### src/scs_regs.svh
`ifndef SCS_REGS_SVH
`define SCS_REGS_SVH

// ----------------------------------------
// register byte offsets
// ----------------------------------------
`define SCS_OFF_PROTECT 8'h00
`define SCS_OFF_CTRL0 8'h04
`define SCS_OFF_CTRL1 8'h08
`define SCS_OFF_FAST0 8'h0c
`define SCS_OFF_FAST2 8'h10
`define SCS_OFF_STOPDET 8'h14
`define SCS_OFF_STATUS 8'h18

// ----------------------------------------
// field positions
// ----------------------------------------
`define SCS_BIT_UNLOCK 0
`define SCS_BIT_LOW_STOP 4
`define SCS_BIT_CPU_HI_LSB 6
`define SCS_BIT_CPU_LO 6
`define SCS_BIT_FAST_EN 0
`define SCS_BIT_FAST_SEL 1
`define SCS_BIT_SRC_SEL 2

// ----------------------------------------
// reset values and timing
// ----------------------------------------
`define SCS_RST_REG 8'h00
`define SCS_CLK_PERIOD_NS 50
`define SCS_FAST_STAB_NS 10000
`define SCS_LOW_OSC_LOG 4'h7
`define SCS_CPU_FORCED_LOG 4'h3

`endif

### src/scs_pkg.sv
`default_nettype none
`include "scs_regs.svh"
package scs_pkg;

	typedef enum logic [2:0] {REG_PROTECT, REG_CTRL0, REG_CTRL1, REG_FAST0, REG_FAST2,
		REG_STOPDET, REG_STATUS, REG_NONE} scs_reg_e;
	typedef enum logic [1:0] {SRC_EXT, SRC_LOW, SRC_FAST} scs_src_e;
	typedef enum logic [1:0] {FOSC_OFF, FOSC_WARM, FOSC_RUN} scs_fosc_e;

	function automatic scs_reg_e reg_decode(input logic [7:0] addr);
		case (addr)
			`SCS_OFF_PROTECT: reg_decode = REG_PROTECT;
			`SCS_OFF_CTRL0: reg_decode = REG_CTRL0;
			`SCS_OFF_CTRL1: reg_decode = REG_CTRL1;
			`SCS_OFF_FAST0: reg_decode = REG_FAST0;
			`SCS_OFF_FAST2: reg_decode = REG_FAST2;
			`SCS_OFF_STOPDET: reg_decode = REG_STOPDET;
			`SCS_OFF_STATUS: reg_decode = REG_STATUS;
			default: reg_decode = REG_NONE;
		endcase
	endfunction

endpackage
`default_nettype wire

### src/scs_axil.sv
`timescale 1ns/1ps
`default_nettype none
module scs_axil #(
	parameter int ADDR_W = 8
) (
	// clock and reset
	input wire logic aclk,
	input wire logic aresetn,
	// write channels
	input wire logic [ADDR_W-1:0] awaddr,
	input wire logic awvalid,
	output logic awready,
	input wire logic [31:0] wdata,
	input wire logic [3:0] wstrb,
	input wire logic wvalid,
	output logic wready,
	output logic [1:0] bresp,
	output logic bvalid,
	input wire logic bready,
	// read channels
	input wire logic [ADDR_W-1:0] araddr,
	input wire logic arvalid,
	output logic arready,
	output logic [31:0] rdata,
	output logic [1:0] rresp,
	output logic rvalid,
	input wire logic rready,
	// register side
	output logic reg_wr,
	output logic [ADDR_W-1:0] reg_waddr,
	output logic [31:0] reg_wdata,
	output logic [3:0] reg_wstrb,
	input wire logic reg_wok,
	output logic [ADDR_W-1:0] reg_raddr,
	input wire logic [31:0] reg_rdata,
	input wire logic reg_rok
);

	logic aw_held;
	logic w_held;
	logic next_aw_held;
	logic next_w_held;
	logic next_bvalid;
	logic next_rvalid;

	assign reg_wr = aw_held && w_held && !bvalid;
	assign reg_raddr = araddr;
	assign next_aw_held = aw_held ? !reg_wr : (awvalid && awready);
	assign next_w_held = w_held ? !reg_wr : (wvalid && wready);
	assign next_bvalid = bvalid ? !bready : reg_wr;
	assign next_rvalid = rvalid ? !rready : (arvalid && arready);

	// ----------------------------------------
	// write path: address and data in either order
	// ----------------------------------------
	always_ff @(posedge aclk)
	begin
		if (!aresetn)
		begin
			aw_held <= 1'b0;
			w_held <= 1'b0;
			awready <= 1'b0;
			wready <= 1'b0;
			bvalid <= 1'b0;
			bresp <= 2'h0;
			reg_waddr <= '0;
			reg_wdata <= 32'h0;
			reg_wstrb <= 4'h0;
		end
		else
		begin
			aw_held <= next_aw_held;
			w_held <= next_w_held;
			awready <= !next_aw_held && !next_bvalid;
			wready <= !next_w_held && !next_bvalid;
			bvalid <= next_bvalid;
			if (awvalid && awready)
				reg_waddr <= awaddr;
			if (wvalid && wready)
			begin
				reg_wdata <= wdata;
				reg_wstrb <= wstrb;
			end
			if (reg_wr)
				bresp <= reg_wok ? 2'h0 : 2'h2;
		end
	end

	// ----------------------------------------
	// read path: data captured at the address handshake
	// ----------------------------------------
	always_ff @(posedge aclk)
	begin
		if (!aresetn)
		begin
			arready <= 1'b0;
			rvalid <= 1'b0;
			rdata <= 32'h0;
			rresp <= 2'h0;
		end
		else
		begin
			arready <= !next_rvalid;
			rvalid <= next_rvalid;
			if (arvalid && arready)
			begin
				rdata <= reg_rdata;
				rresp <= reg_rok ? 2'h0 : 2'h2;
			end
		end
	end

endmodule
`default_nettype wire

### src/scs_clkdiv.sv
`timescale 1ns/1ps
`default_nettype none
// power-of-two tick divider: one tick_out per 2**ratio_log input ticks
module scs_clkdiv #(
	parameter int LOG_W = 4,
	parameter int CNT_W = 8
) (
	// clock and reset
	input wire logic aclk,
	input wire logic aresetn,
	// ticks
	input wire logic tick_in,
	input wire logic [LOG_W-1:0] ratio_log,
	output logic tick_out
);

	logic [CNT_W-1:0] cnt;
	logic [CNT_W-1:0] limit;

	assign limit = CNT_W'((1 << ratio_log) - 1);

	// a ratio change mid-count takes effect at once; the >= avoids a long wrap
	always_ff @(posedge aclk)
	begin
		if (!aresetn)
		begin
			cnt <= '0;
			tick_out <= 1'b0;
		end
		else if (tick_in)
		begin
			tick_out <= (cnt >= limit);
			cnt <= (cnt >= limit) ? '0 : cnt + CNT_W'(1);
		end
		else
			tick_out <= 1'b0;
	end

endmodule
`default_nettype wire

### src/scs_top.sv
`timescale 1ns/1ps
`default_nettype none
`include "scs_regs.svh"
module scs_top #(
	parameter int FAST_STAB_NS = `SCS_FAST_STAB_NS,
	parameter logic [3:0] LOW_OSC_LOG = `SCS_LOW_OSC_LOG,
	parameter logic [3:0] CPU_FORCED_LOG = `SCS_CPU_FORCED_LOG
) (
	// clock and reset
	input wire logic aclk,
	input wire logic aresetn,
	// axi4-lite write
	input wire logic [7:0] s_axi_awaddr,
	input wire logic s_axi_awvalid,
	output logic s_axi_awready,
	input wire logic [31:0] s_axi_wdata,
	input wire logic [3:0] s_axi_wstrb,
	input wire logic s_axi_wvalid,
	output logic s_axi_wready,
	output logic [1:0] s_axi_bresp,
	output logic s_axi_bvalid,
	input wire logic s_axi_bready,
	// axi4-lite read
	input wire logic [7:0] s_axi_araddr,
	input wire logic s_axi_arvalid,
	output logic s_axi_arready,
	output logic [31:0] s_axi_rdata,
	output logic [1:0] s_axi_rresp,
	output logic s_axi_rvalid,
	input wire logic s_axi_rready,
	// external clock source tick
	input wire logic ext_clk_tick,
	// oscillator and clock tree control
	output logic low_osc_run,
	output logic fast_osc_run,
	output logic fast_osc_ready,
	output logic [1:0] sys_clk_src,
	output logic [3:0] fast_div_log,
	output logic [3:0] cpu_div_log,
	output logic cpu_tick
);

	localparam int STAB_CYC = (FAST_STAB_NS + `SCS_CLK_PERIOD_NS - 1) / `SCS_CLK_PERIOD_NS;
	localparam int STAB_W = $clog2(STAB_CYC + 1);
	localparam int STAB_BOUND = STAB_CYC + 2;

	logic [7:0] write_protect_reg;
	logic [7:0] sys_clock_ctrl0;
	logic [7:0] sys_clock_ctrl1;
	logic [7:0] fast_osc_ctrl0;
	logic [7:0] fast_osc_ctrl2;
	logic [7:0] osc_stop_detect_reg;
	logic reg_wr;
	logic [7:0] reg_waddr;
	logic [31:0] reg_wdata;
	logic [3:0] reg_wstrb;
	logic reg_wok;
	logic [7:0] reg_raddr;
	logic [31:0] reg_rdata;
	logic reg_rok;
	scs_pkg::scs_reg_e wsel;
	scs_pkg::scs_reg_e rsel;
	logic wr_lane;
	logic clock_reg_write_unlock;
	logic [7:0] status;
	scs_pkg::scs_fosc_e fosc_state;
	scs_pkg::scs_fosc_e next_fosc_state;
	logic [STAB_W-1:0] stab_cnt;
	logic low_tick;
	logic fast_tick;
	logic src_tick;
	scs_pkg::scs_src_e next_src;

	// ----------------------------------------
	// bus slave
	// ----------------------------------------
	scs_axil #(.ADDR_W(8)) u_axil (
		.aclk(aclk),
		.aresetn(aresetn),
		.awaddr(s_axi_awaddr),
		.awvalid(s_axi_awvalid),
		.awready(s_axi_awready),
		.wdata(s_axi_wdata),
		.wstrb(s_axi_wstrb),
		.wvalid(s_axi_wvalid),
		.wready(s_axi_wready),
		.bresp(s_axi_bresp),
		.bvalid(s_axi_bvalid),
		.bready(s_axi_bready),
		.araddr(s_axi_araddr),
		.arvalid(s_axi_arvalid),
		.arready(s_axi_arready),
		.rdata(s_axi_rdata),
		.rresp(s_axi_rresp),
		.rvalid(s_axi_rvalid),
		.rready(s_axi_rready),
		.reg_wr(reg_wr),
		.reg_waddr(reg_waddr),
		.reg_wdata(reg_wdata),
		.reg_wstrb(reg_wstrb),
		.reg_wok(reg_wok),
		.reg_raddr(reg_raddr),
		.reg_rdata(reg_rdata),
		.reg_rok(reg_rok)
	);

	assign wsel = scs_pkg::reg_decode(reg_waddr);
	assign rsel = scs_pkg::reg_decode(reg_raddr);
	assign reg_wok = (wsel != scs_pkg::REG_NONE);
	assign reg_rok = (rsel != scs_pkg::REG_NONE);
	// registers are one byte wide, so only lane 0 carries a write
	assign wr_lane = reg_wr && reg_wstrb[0];
	assign clock_reg_write_unlock = write_protect_reg[`SCS_BIT_UNLOCK];

	// ----------------------------------------
	// register file
	// ----------------------------------------
	always_ff @(posedge aclk)
	begin
		if (!aresetn)
			write_protect_reg <= `SCS_RST_REG;
		else if (wr_lane && wsel == scs_pkg::REG_PROTECT)
			write_protect_reg <= reg_wdata[7:0];
	end

	// locked writes still answer okay, they just leave the register alone
	always_ff @(posedge aclk)
	begin
		if (!aresetn)
		begin
			sys_clock_ctrl0 <= `SCS_RST_REG;
			sys_clock_ctrl1 <= `SCS_RST_REG;
			fast_osc_ctrl0 <= `SCS_RST_REG;
			fast_osc_ctrl2 <= `SCS_RST_REG;
			osc_stop_detect_reg <= `SCS_RST_REG;
		end
		else if (wr_lane && clock_reg_write_unlock)
		begin
			case (wsel)
				scs_pkg::REG_CTRL0: sys_clock_ctrl0 <= reg_wdata[7:0];
				scs_pkg::REG_CTRL1: sys_clock_ctrl1 <= reg_wdata[7:0];
				scs_pkg::REG_FAST0: fast_osc_ctrl0 <= reg_wdata[7:0];
				scs_pkg::REG_FAST2: fast_osc_ctrl2 <= reg_wdata[7:0];
				scs_pkg::REG_STOPDET: osc_stop_detect_reg <= reg_wdata[7:0];
				default: ;
			endcase
		end
	end

	assign status = {2'h0, sys_clk_src, (sys_clk_src == 2'(scs_pkg::SRC_FAST)),
		fast_osc_ready, fast_osc_run, low_osc_run};

	always_comb
	begin
		case (rsel)
			scs_pkg::REG_PROTECT: reg_rdata = {24'h0, write_protect_reg};
			scs_pkg::REG_CTRL0: reg_rdata = {24'h0, sys_clock_ctrl0};
			scs_pkg::REG_CTRL1: reg_rdata = {24'h0, sys_clock_ctrl1};
			scs_pkg::REG_FAST0: reg_rdata = {24'h0, fast_osc_ctrl0};
			scs_pkg::REG_FAST2: reg_rdata = {24'h0, fast_osc_ctrl2};
			scs_pkg::REG_STOPDET: reg_rdata = {24'h0, osc_stop_detect_reg};
			scs_pkg::REG_STATUS: reg_rdata = {24'h0, status};
			default: reg_rdata = 32'h0;
		endcase
	end

	// ----------------------------------------
	// fast oscillator start-up
	// ----------------------------------------
	always_comb
	begin
		next_fosc_state = fosc_state;
		case (fosc_state)
			scs_pkg::FOSC_OFF:
				if (fast_osc_ctrl0[`SCS_BIT_FAST_EN])
					next_fosc_state = scs_pkg::FOSC_WARM;
			scs_pkg::FOSC_WARM:
				if (!fast_osc_ctrl0[`SCS_BIT_FAST_EN])
					next_fosc_state = scs_pkg::FOSC_OFF;
				else if (stab_cnt == STAB_W'(STAB_CYC - 1))
					next_fosc_state = scs_pkg::FOSC_RUN;
			scs_pkg::FOSC_RUN:
				if (!fast_osc_ctrl0[`SCS_BIT_FAST_EN])
					next_fosc_state = scs_pkg::FOSC_OFF;
			default: next_fosc_state = scs_pkg::FOSC_OFF;
		endcase
	end

	always_ff @(posedge aclk)
	begin
		if (!aresetn)
		begin
			fosc_state <= scs_pkg::FOSC_OFF;
			stab_cnt <= '0;
			fast_osc_run <= 1'b0;
			fast_osc_ready <= 1'b0;
		end
		else
		begin
			fosc_state <= next_fosc_state;
			stab_cnt <= (fosc_state == scs_pkg::FOSC_WARM) ? stab_cnt + STAB_W'(1) : '0;
			fast_osc_run <= (next_fosc_state != scs_pkg::FOSC_OFF);
			fast_osc_ready <= (next_fosc_state == scs_pkg::FOSC_RUN);
		end
	end

	// ----------------------------------------
	// source selection and dividers
	// ----------------------------------------
	// selecting the fast oscillator before it is stable falls back to the low one
	always_comb
	begin
		if (!osc_stop_detect_reg[`SCS_BIT_SRC_SEL])
			next_src = scs_pkg::SRC_EXT;
		else if (fast_osc_ctrl0[`SCS_BIT_FAST_SEL] && fast_osc_ready)
			next_src = scs_pkg::SRC_FAST;
		else
			next_src = scs_pkg::SRC_LOW;
	end

	always_ff @(posedge aclk)
	begin
		if (!aresetn)
		begin
			low_osc_run <= 1'b0;
			sys_clk_src <= 2'(scs_pkg::SRC_EXT);
			fast_div_log <= 4'h1;
			cpu_div_log <= 4'h0;
		end
		else
		begin
			low_osc_run <= !sys_clock_ctrl1[`SCS_BIT_LOW_STOP];
			sys_clk_src <= 2'(next_src);
			fast_div_log <= {1'b0, fast_osc_ctrl2[2:0]} + 4'h1;
			if (sys_clock_ctrl0[`SCS_BIT_CPU_LO])
				cpu_div_log <= CPU_FORCED_LOG;
			else
				cpu_div_log <= {2'h0, sys_clock_ctrl1[`SCS_BIT_CPU_HI_LSB +: 2]};
		end
	end

	scs_clkdiv #(.LOG_W(4), .CNT_W(8)) u_low_div (
		.aclk(aclk),
		.aresetn(aresetn),
		.tick_in(low_osc_run),
		.ratio_log(LOW_OSC_LOG),
		.tick_out(low_tick)
	);

	scs_clkdiv #(.LOG_W(4), .CNT_W(8)) u_fast_div (
		.aclk(aclk),
		.aresetn(aresetn),
		.tick_in(fast_osc_ready),
		.ratio_log(fast_div_log),
		.tick_out(fast_tick)
	);

	always_comb
	begin
		case (sys_clk_src)
			2'(scs_pkg::SRC_EXT): src_tick = ext_clk_tick;
			2'(scs_pkg::SRC_LOW): src_tick = low_tick;
			2'(scs_pkg::SRC_FAST): src_tick = fast_tick;
			default: src_tick = 1'b0;
		endcase
	end

	scs_clkdiv #(.LOG_W(4), .CNT_W(8)) u_cpu_div (
		.aclk(aclk),
		.aresetn(aresetn),
		.tick_in(src_tick),
		.ratio_log(cpu_div_log),
		.tick_out(cpu_tick)
	);
endmodule
`default_nettype wire

### config.mk
export PLATFORM = sky130hd
export DESIGN_NAME = scs_top
export DESIGN_NICKNAME = d
export VERILOG_FILES = /design/src/scs_pkg.sv /design/src/scs_axil.sv /design/src/scs_clkdiv.sv /design/src/scs_top.sv
export VERILOG_INCLUDE_DIRS = /design/src
export SDC_FILE = /design/constraint.sdc
export NUM_CORES = 1
export LEC_CHECK = 0
export ABC_AREA = 1
export BUFFER_PORTS_ARGS = -buffer_cell sky130_fd_sc_hd__buf_2
export CAP_MARGIN = 20
export CORE_ASPECT_RATIO = 0.8
export CORE_UTILIZATION = 55
export DETAILED_ROUTE_END_ITERATION = 10
export HOLD_SLACK_MARGIN = 0.06
export MAX_ROUTING_LAYER = met4
export PLACE_DENSITY = 0.8
export SLEW_MARGIN = 20
export SYNTH_ARGS = -nofsm -noshare
export SYNTH_HDL_FRONTEND = slang
export SYNTH_SLANG_ARGS = --single-unit
### constraint.sdc
create_clock -name aclk -period 2.32 [get_ports aclk]
set_input_delay 0.116 -clock aclk [delete_from_list [all_inputs] [get_ports aclk]]
set_output_delay 0.116 -clock aclk [all_outputs]
set_load 0.005 [all_outputs]
==> summary.md <==
| Metric | Value |
|---|---|
| Status | `complete, no violations` |
| Core area | `about 10,000 sq um` |
| Synth top area share | `0.436` |
| Register area | `2610 sq um` |
| Clock buffer count from CTS | `17` |
| Synth area leaders | `dfxtp_1, nor2_1, nand2_1` |
| Yosys synthesis warning count | `0` |
| Postcts setup bufs | `0` |
| Remaining routing DRC violations | `0` |
| Synthesis-stage register bit count | `130` |
| Synth Area per Inst | `~7.3 sq um` |
| Number of global-route vias before repair | `4,697` |
| # clock sinks | `130` |
| Mapped Cells | `a little over 800` |
| EDFF count, synth | `0` |
| Total track usage | `0.255` |
| # setup viols final | `0` |
| Slowest CP cell | `dfxtp_2` |
| Hold_sp | `s_axi_araddr[4]` |
| Post-Syn Area | `~6000 sq um` |
| GR Overflow Total | `0` |
| Register area share after synthesis | `0.436` |
| CTS tree | `yes` |
| Share of cells above drive strength 1 | `0.159` |
| Area leader, netlist | `dfxtp_1` |
| Power Dens Cells | `roughly 750 nW/um^2` |
| Top cell by count, worst path | `nand2_1` |
| CP startpoint kind | `flip-flop` |
| Multi-input gate area | `approximately 2900 sq um` |
| CTS H-Tree Depth | `4` |
| Worst skew pair latency | `0.42 ns` |
| Min Tclk post-route | `approximately 2.1 ns` |
| Fin crit share | `0.907` |
| Post-synth top cells | `nor2_1, dfxtp_1, nand2_1` |
| Design area | `7100 sq um` |
| CP Max Fanout | `8` |
| CTS max path bufs | `2` |
| Slew Limit Fails | `0` |
| Arr. time, crit path | `2.41 ns` |
| Post-DP HPWL | `8.84 mm` |
| Hold EP | `u_axil.rresp[1]$_SDFFE_PN0P_` |
| CP endpoint kind | `flip-flop` |
| Die Wd | `118 um` |
| Pleak | `a little over 3 nW` |
| First-pass iteration count of the detailed router | `5` |
| Row Count | `33` |
| Clock transition at path regs | `about 0.050 ns` |
| Filler Cell Count | `854` |
| WS Path Type | `flip-flop to flip-flop` |
| Area growth syn-to-layout | `19.0%` |
| Routability congestion estimate | `~0.87` |
| Largest stage delay, worst path | `0.35 ns` |
| Clock Skew | `~0.0074 ns` |
| Vias per inst | `5.13` |
| FF-to-FF End | `u_fast_div.cnt[7]$_SDFFE_PN0P_` |
| Post-route ant nets | `0` |
| Worst-margin pin slew | `between 0.6 and 0.7 ns` |
| Placed Area | `roughly 6300 sq um` |
| Die ar. | `11,300 sq um` |
| F_max | `between 400 and 500 MHz` |
| Max Cap Viol | `0` |
| Fin. Hold Viols | `0` |
| Pin count of the biggest net entering global routing | `34` |
| Initial antenna violation count | `0` |
| Via Count | `5,406` |
| Worst endpoint required time | `between 2 and 3 ns` |
| Relative max-transition margin | `0.549` |
| HP Class | `input port to flip-flop` |
| Root buffer cell | `clkbuf_16` |
| Starting Density | `0.574` |
| RSZ-0062 raised after global routing | `false` |
| Routed WL per cell | `12.4 um` |
| Final WL | `roughly 13 mm` |
| Hold path depth | `5` |
| Nets | `between 900 and 1,000` |
| Maximum vdd drop | `479 uV` |
| Ys async rst share | `0` |
| Pwr Total | `between 5 and 6 mW` |
| Distinct cells, synth | `around 40` |
| Antenna Cells | `0` |
| Io pins | `roughly 120` |
| Buffers added on ports | `59` |
| Reg2reg start | `fast_div_log[3]$_SDFF_PN0_` |
| Reg2Reg Depth | `13` |
| Wire length of the first global-routing pass | `21.8 mm` |
| Ys flop type | `dfxtp_1` |
| DR iter-0 viols | `about 280` |
| R2R Setup Slk | `approximately 0.21 ns` |
| Setup TNS | `0 ns` |
| Most common cell in the netlist | `nor2_1` |
| Chip Height | `roughly 95 um` |
| Crit path cell chain | `nor2_4, nand2_1, ha_1, nand3_1, xor2_1, ha_1, nand2_1, nor2_1, nand4_1, nand3_1, nand2_1, nand2_2, nor2_1` |
worst max-delay path, delay by kind of cell (launching register included):
family / cells / cell delay, ns
AND/OR/NAND/NOR: 10 / 1.10
adder cells (fa/ha/maj): 2 / 0.49
XOR/XNOR: 1 / 0.07
flip-flops: 1 / 0.35
power breakdown:
part	total (mW)	switching (mW)	leakage, nW	internal, mW
registers	2.32	0.0477	1.05	2.28
clock network	2.66	0.933	0.292	1.73
logic	0.312	0.195	1.75	0.117
total	5.30	1.18	3.10	4.12
timing repair:
item | CTS | global route
endpoints found under the setup margin | 8 | 8
resized for setup | 1 | 7
hold buffers | 20 | 0
endpoints found under the hold margin | 22 | 0
stage by stage:
step | utilization | worst slack, ns | std cells | hold WS, ns
final | 0.683 | 0.215 | 1053 | 0.124
after global routing | 0.683 | 0.0223 | 1053 | 0.181
after CTS | 0.681 | 0.0473 | 1053 | 0.118
after detailed placement | 0.605 | 0.00727 | 1001 | 0.374
after global placement | 0.605 | 0.126 | 1001 | 0.372
after floorplan | - | 0.312 | 844 | 0.264
placed cells by master, fill, tap and decap left out, drive strengths merged:
master,instances
clkbuf,21
xnor2,6
o21a,2
nand4,10
nor4,4
o21ai,62
bufinv,3
ha,17
nand2,127
nand3,68
inv,79
clkinvlp,2
dlygate4sd3,20
clkinv,11
conb,28
buf,67
a21boi,3
and3,1
nand3b,1
dfxtp,130
mux2i,1
o211ai,3
a31oi,1
nor2,173
nor3,14
or2,2
xor2,8
nor3b,1
a21oi,48
cell type report:
type / instances / share of cell area
Multi-Input combinational cell: 580 / 0.401
Sequential cell: 130 / 0.367
Timing Repair Buffer: 87 / 0.0782
Clock buffer: 21 / 0.0648
Inverter: 84 / 0.0449
Tap cell: 140 / 0.0247
Clock inverter: 11 / 0.0190
metal layers:
metal | routed length [um] | track usage
met5 | 0 | -
met4 | 229 | 0.113
met3 | 834 | 0.0574
met2 | 5850 | 0.388
met1 | 6170 | 0.326
how the worst max path moves through the flow:
| stage | from | to | slack (ns) |
|---|---|---|---|
| 2_1_floorplan | fast_div_log[3]$_SDFF_PN0_ | u_fast_div.cnt[7]$_SDFFE_PN0P_ | 0.31 |
| 3_3_place_gp | fast_div_log[2]$_SDFF_PN0_ | u_fast_div.cnt[7]$_SDFFE_PN0P_ | 0.13 |
| 3_5_place_dp | fast_div_log[3]$_SDFF_PN0_ | u_fast_div.cnt[7]$_SDFFE_PN0P_ | 0.007 |
| 4_1_cts | fast_div_log[3]$_SDFF_PN0_ | u_fast_div.cnt[7]$_SDFFE_PN0P_ | 0.05 |
| 5_1_grt | fast_div_log[3]$_SDFF_PN0_ | u_fast_div.cnt[7]$_SDFFE_PN0P_ | 0.02 |
| 6_report | fast_div_log[3]$_SDFF_PN0_ | u_fast_div.cnt[7]$_SDFFE_PN0P_ | 0.21 |
kinds of logic after synthesis:
group,synth area share
AOI/OAI and AO/OA,0.103
other,0.000628
buffers and inverters,0.105
adders and majority gates,0.0356
xor gates and xnor gates,0.0205
DFF,0.436
and+or+nand+nor,0.297
muxes,0.00168
(Power assumes the default switching activity.)
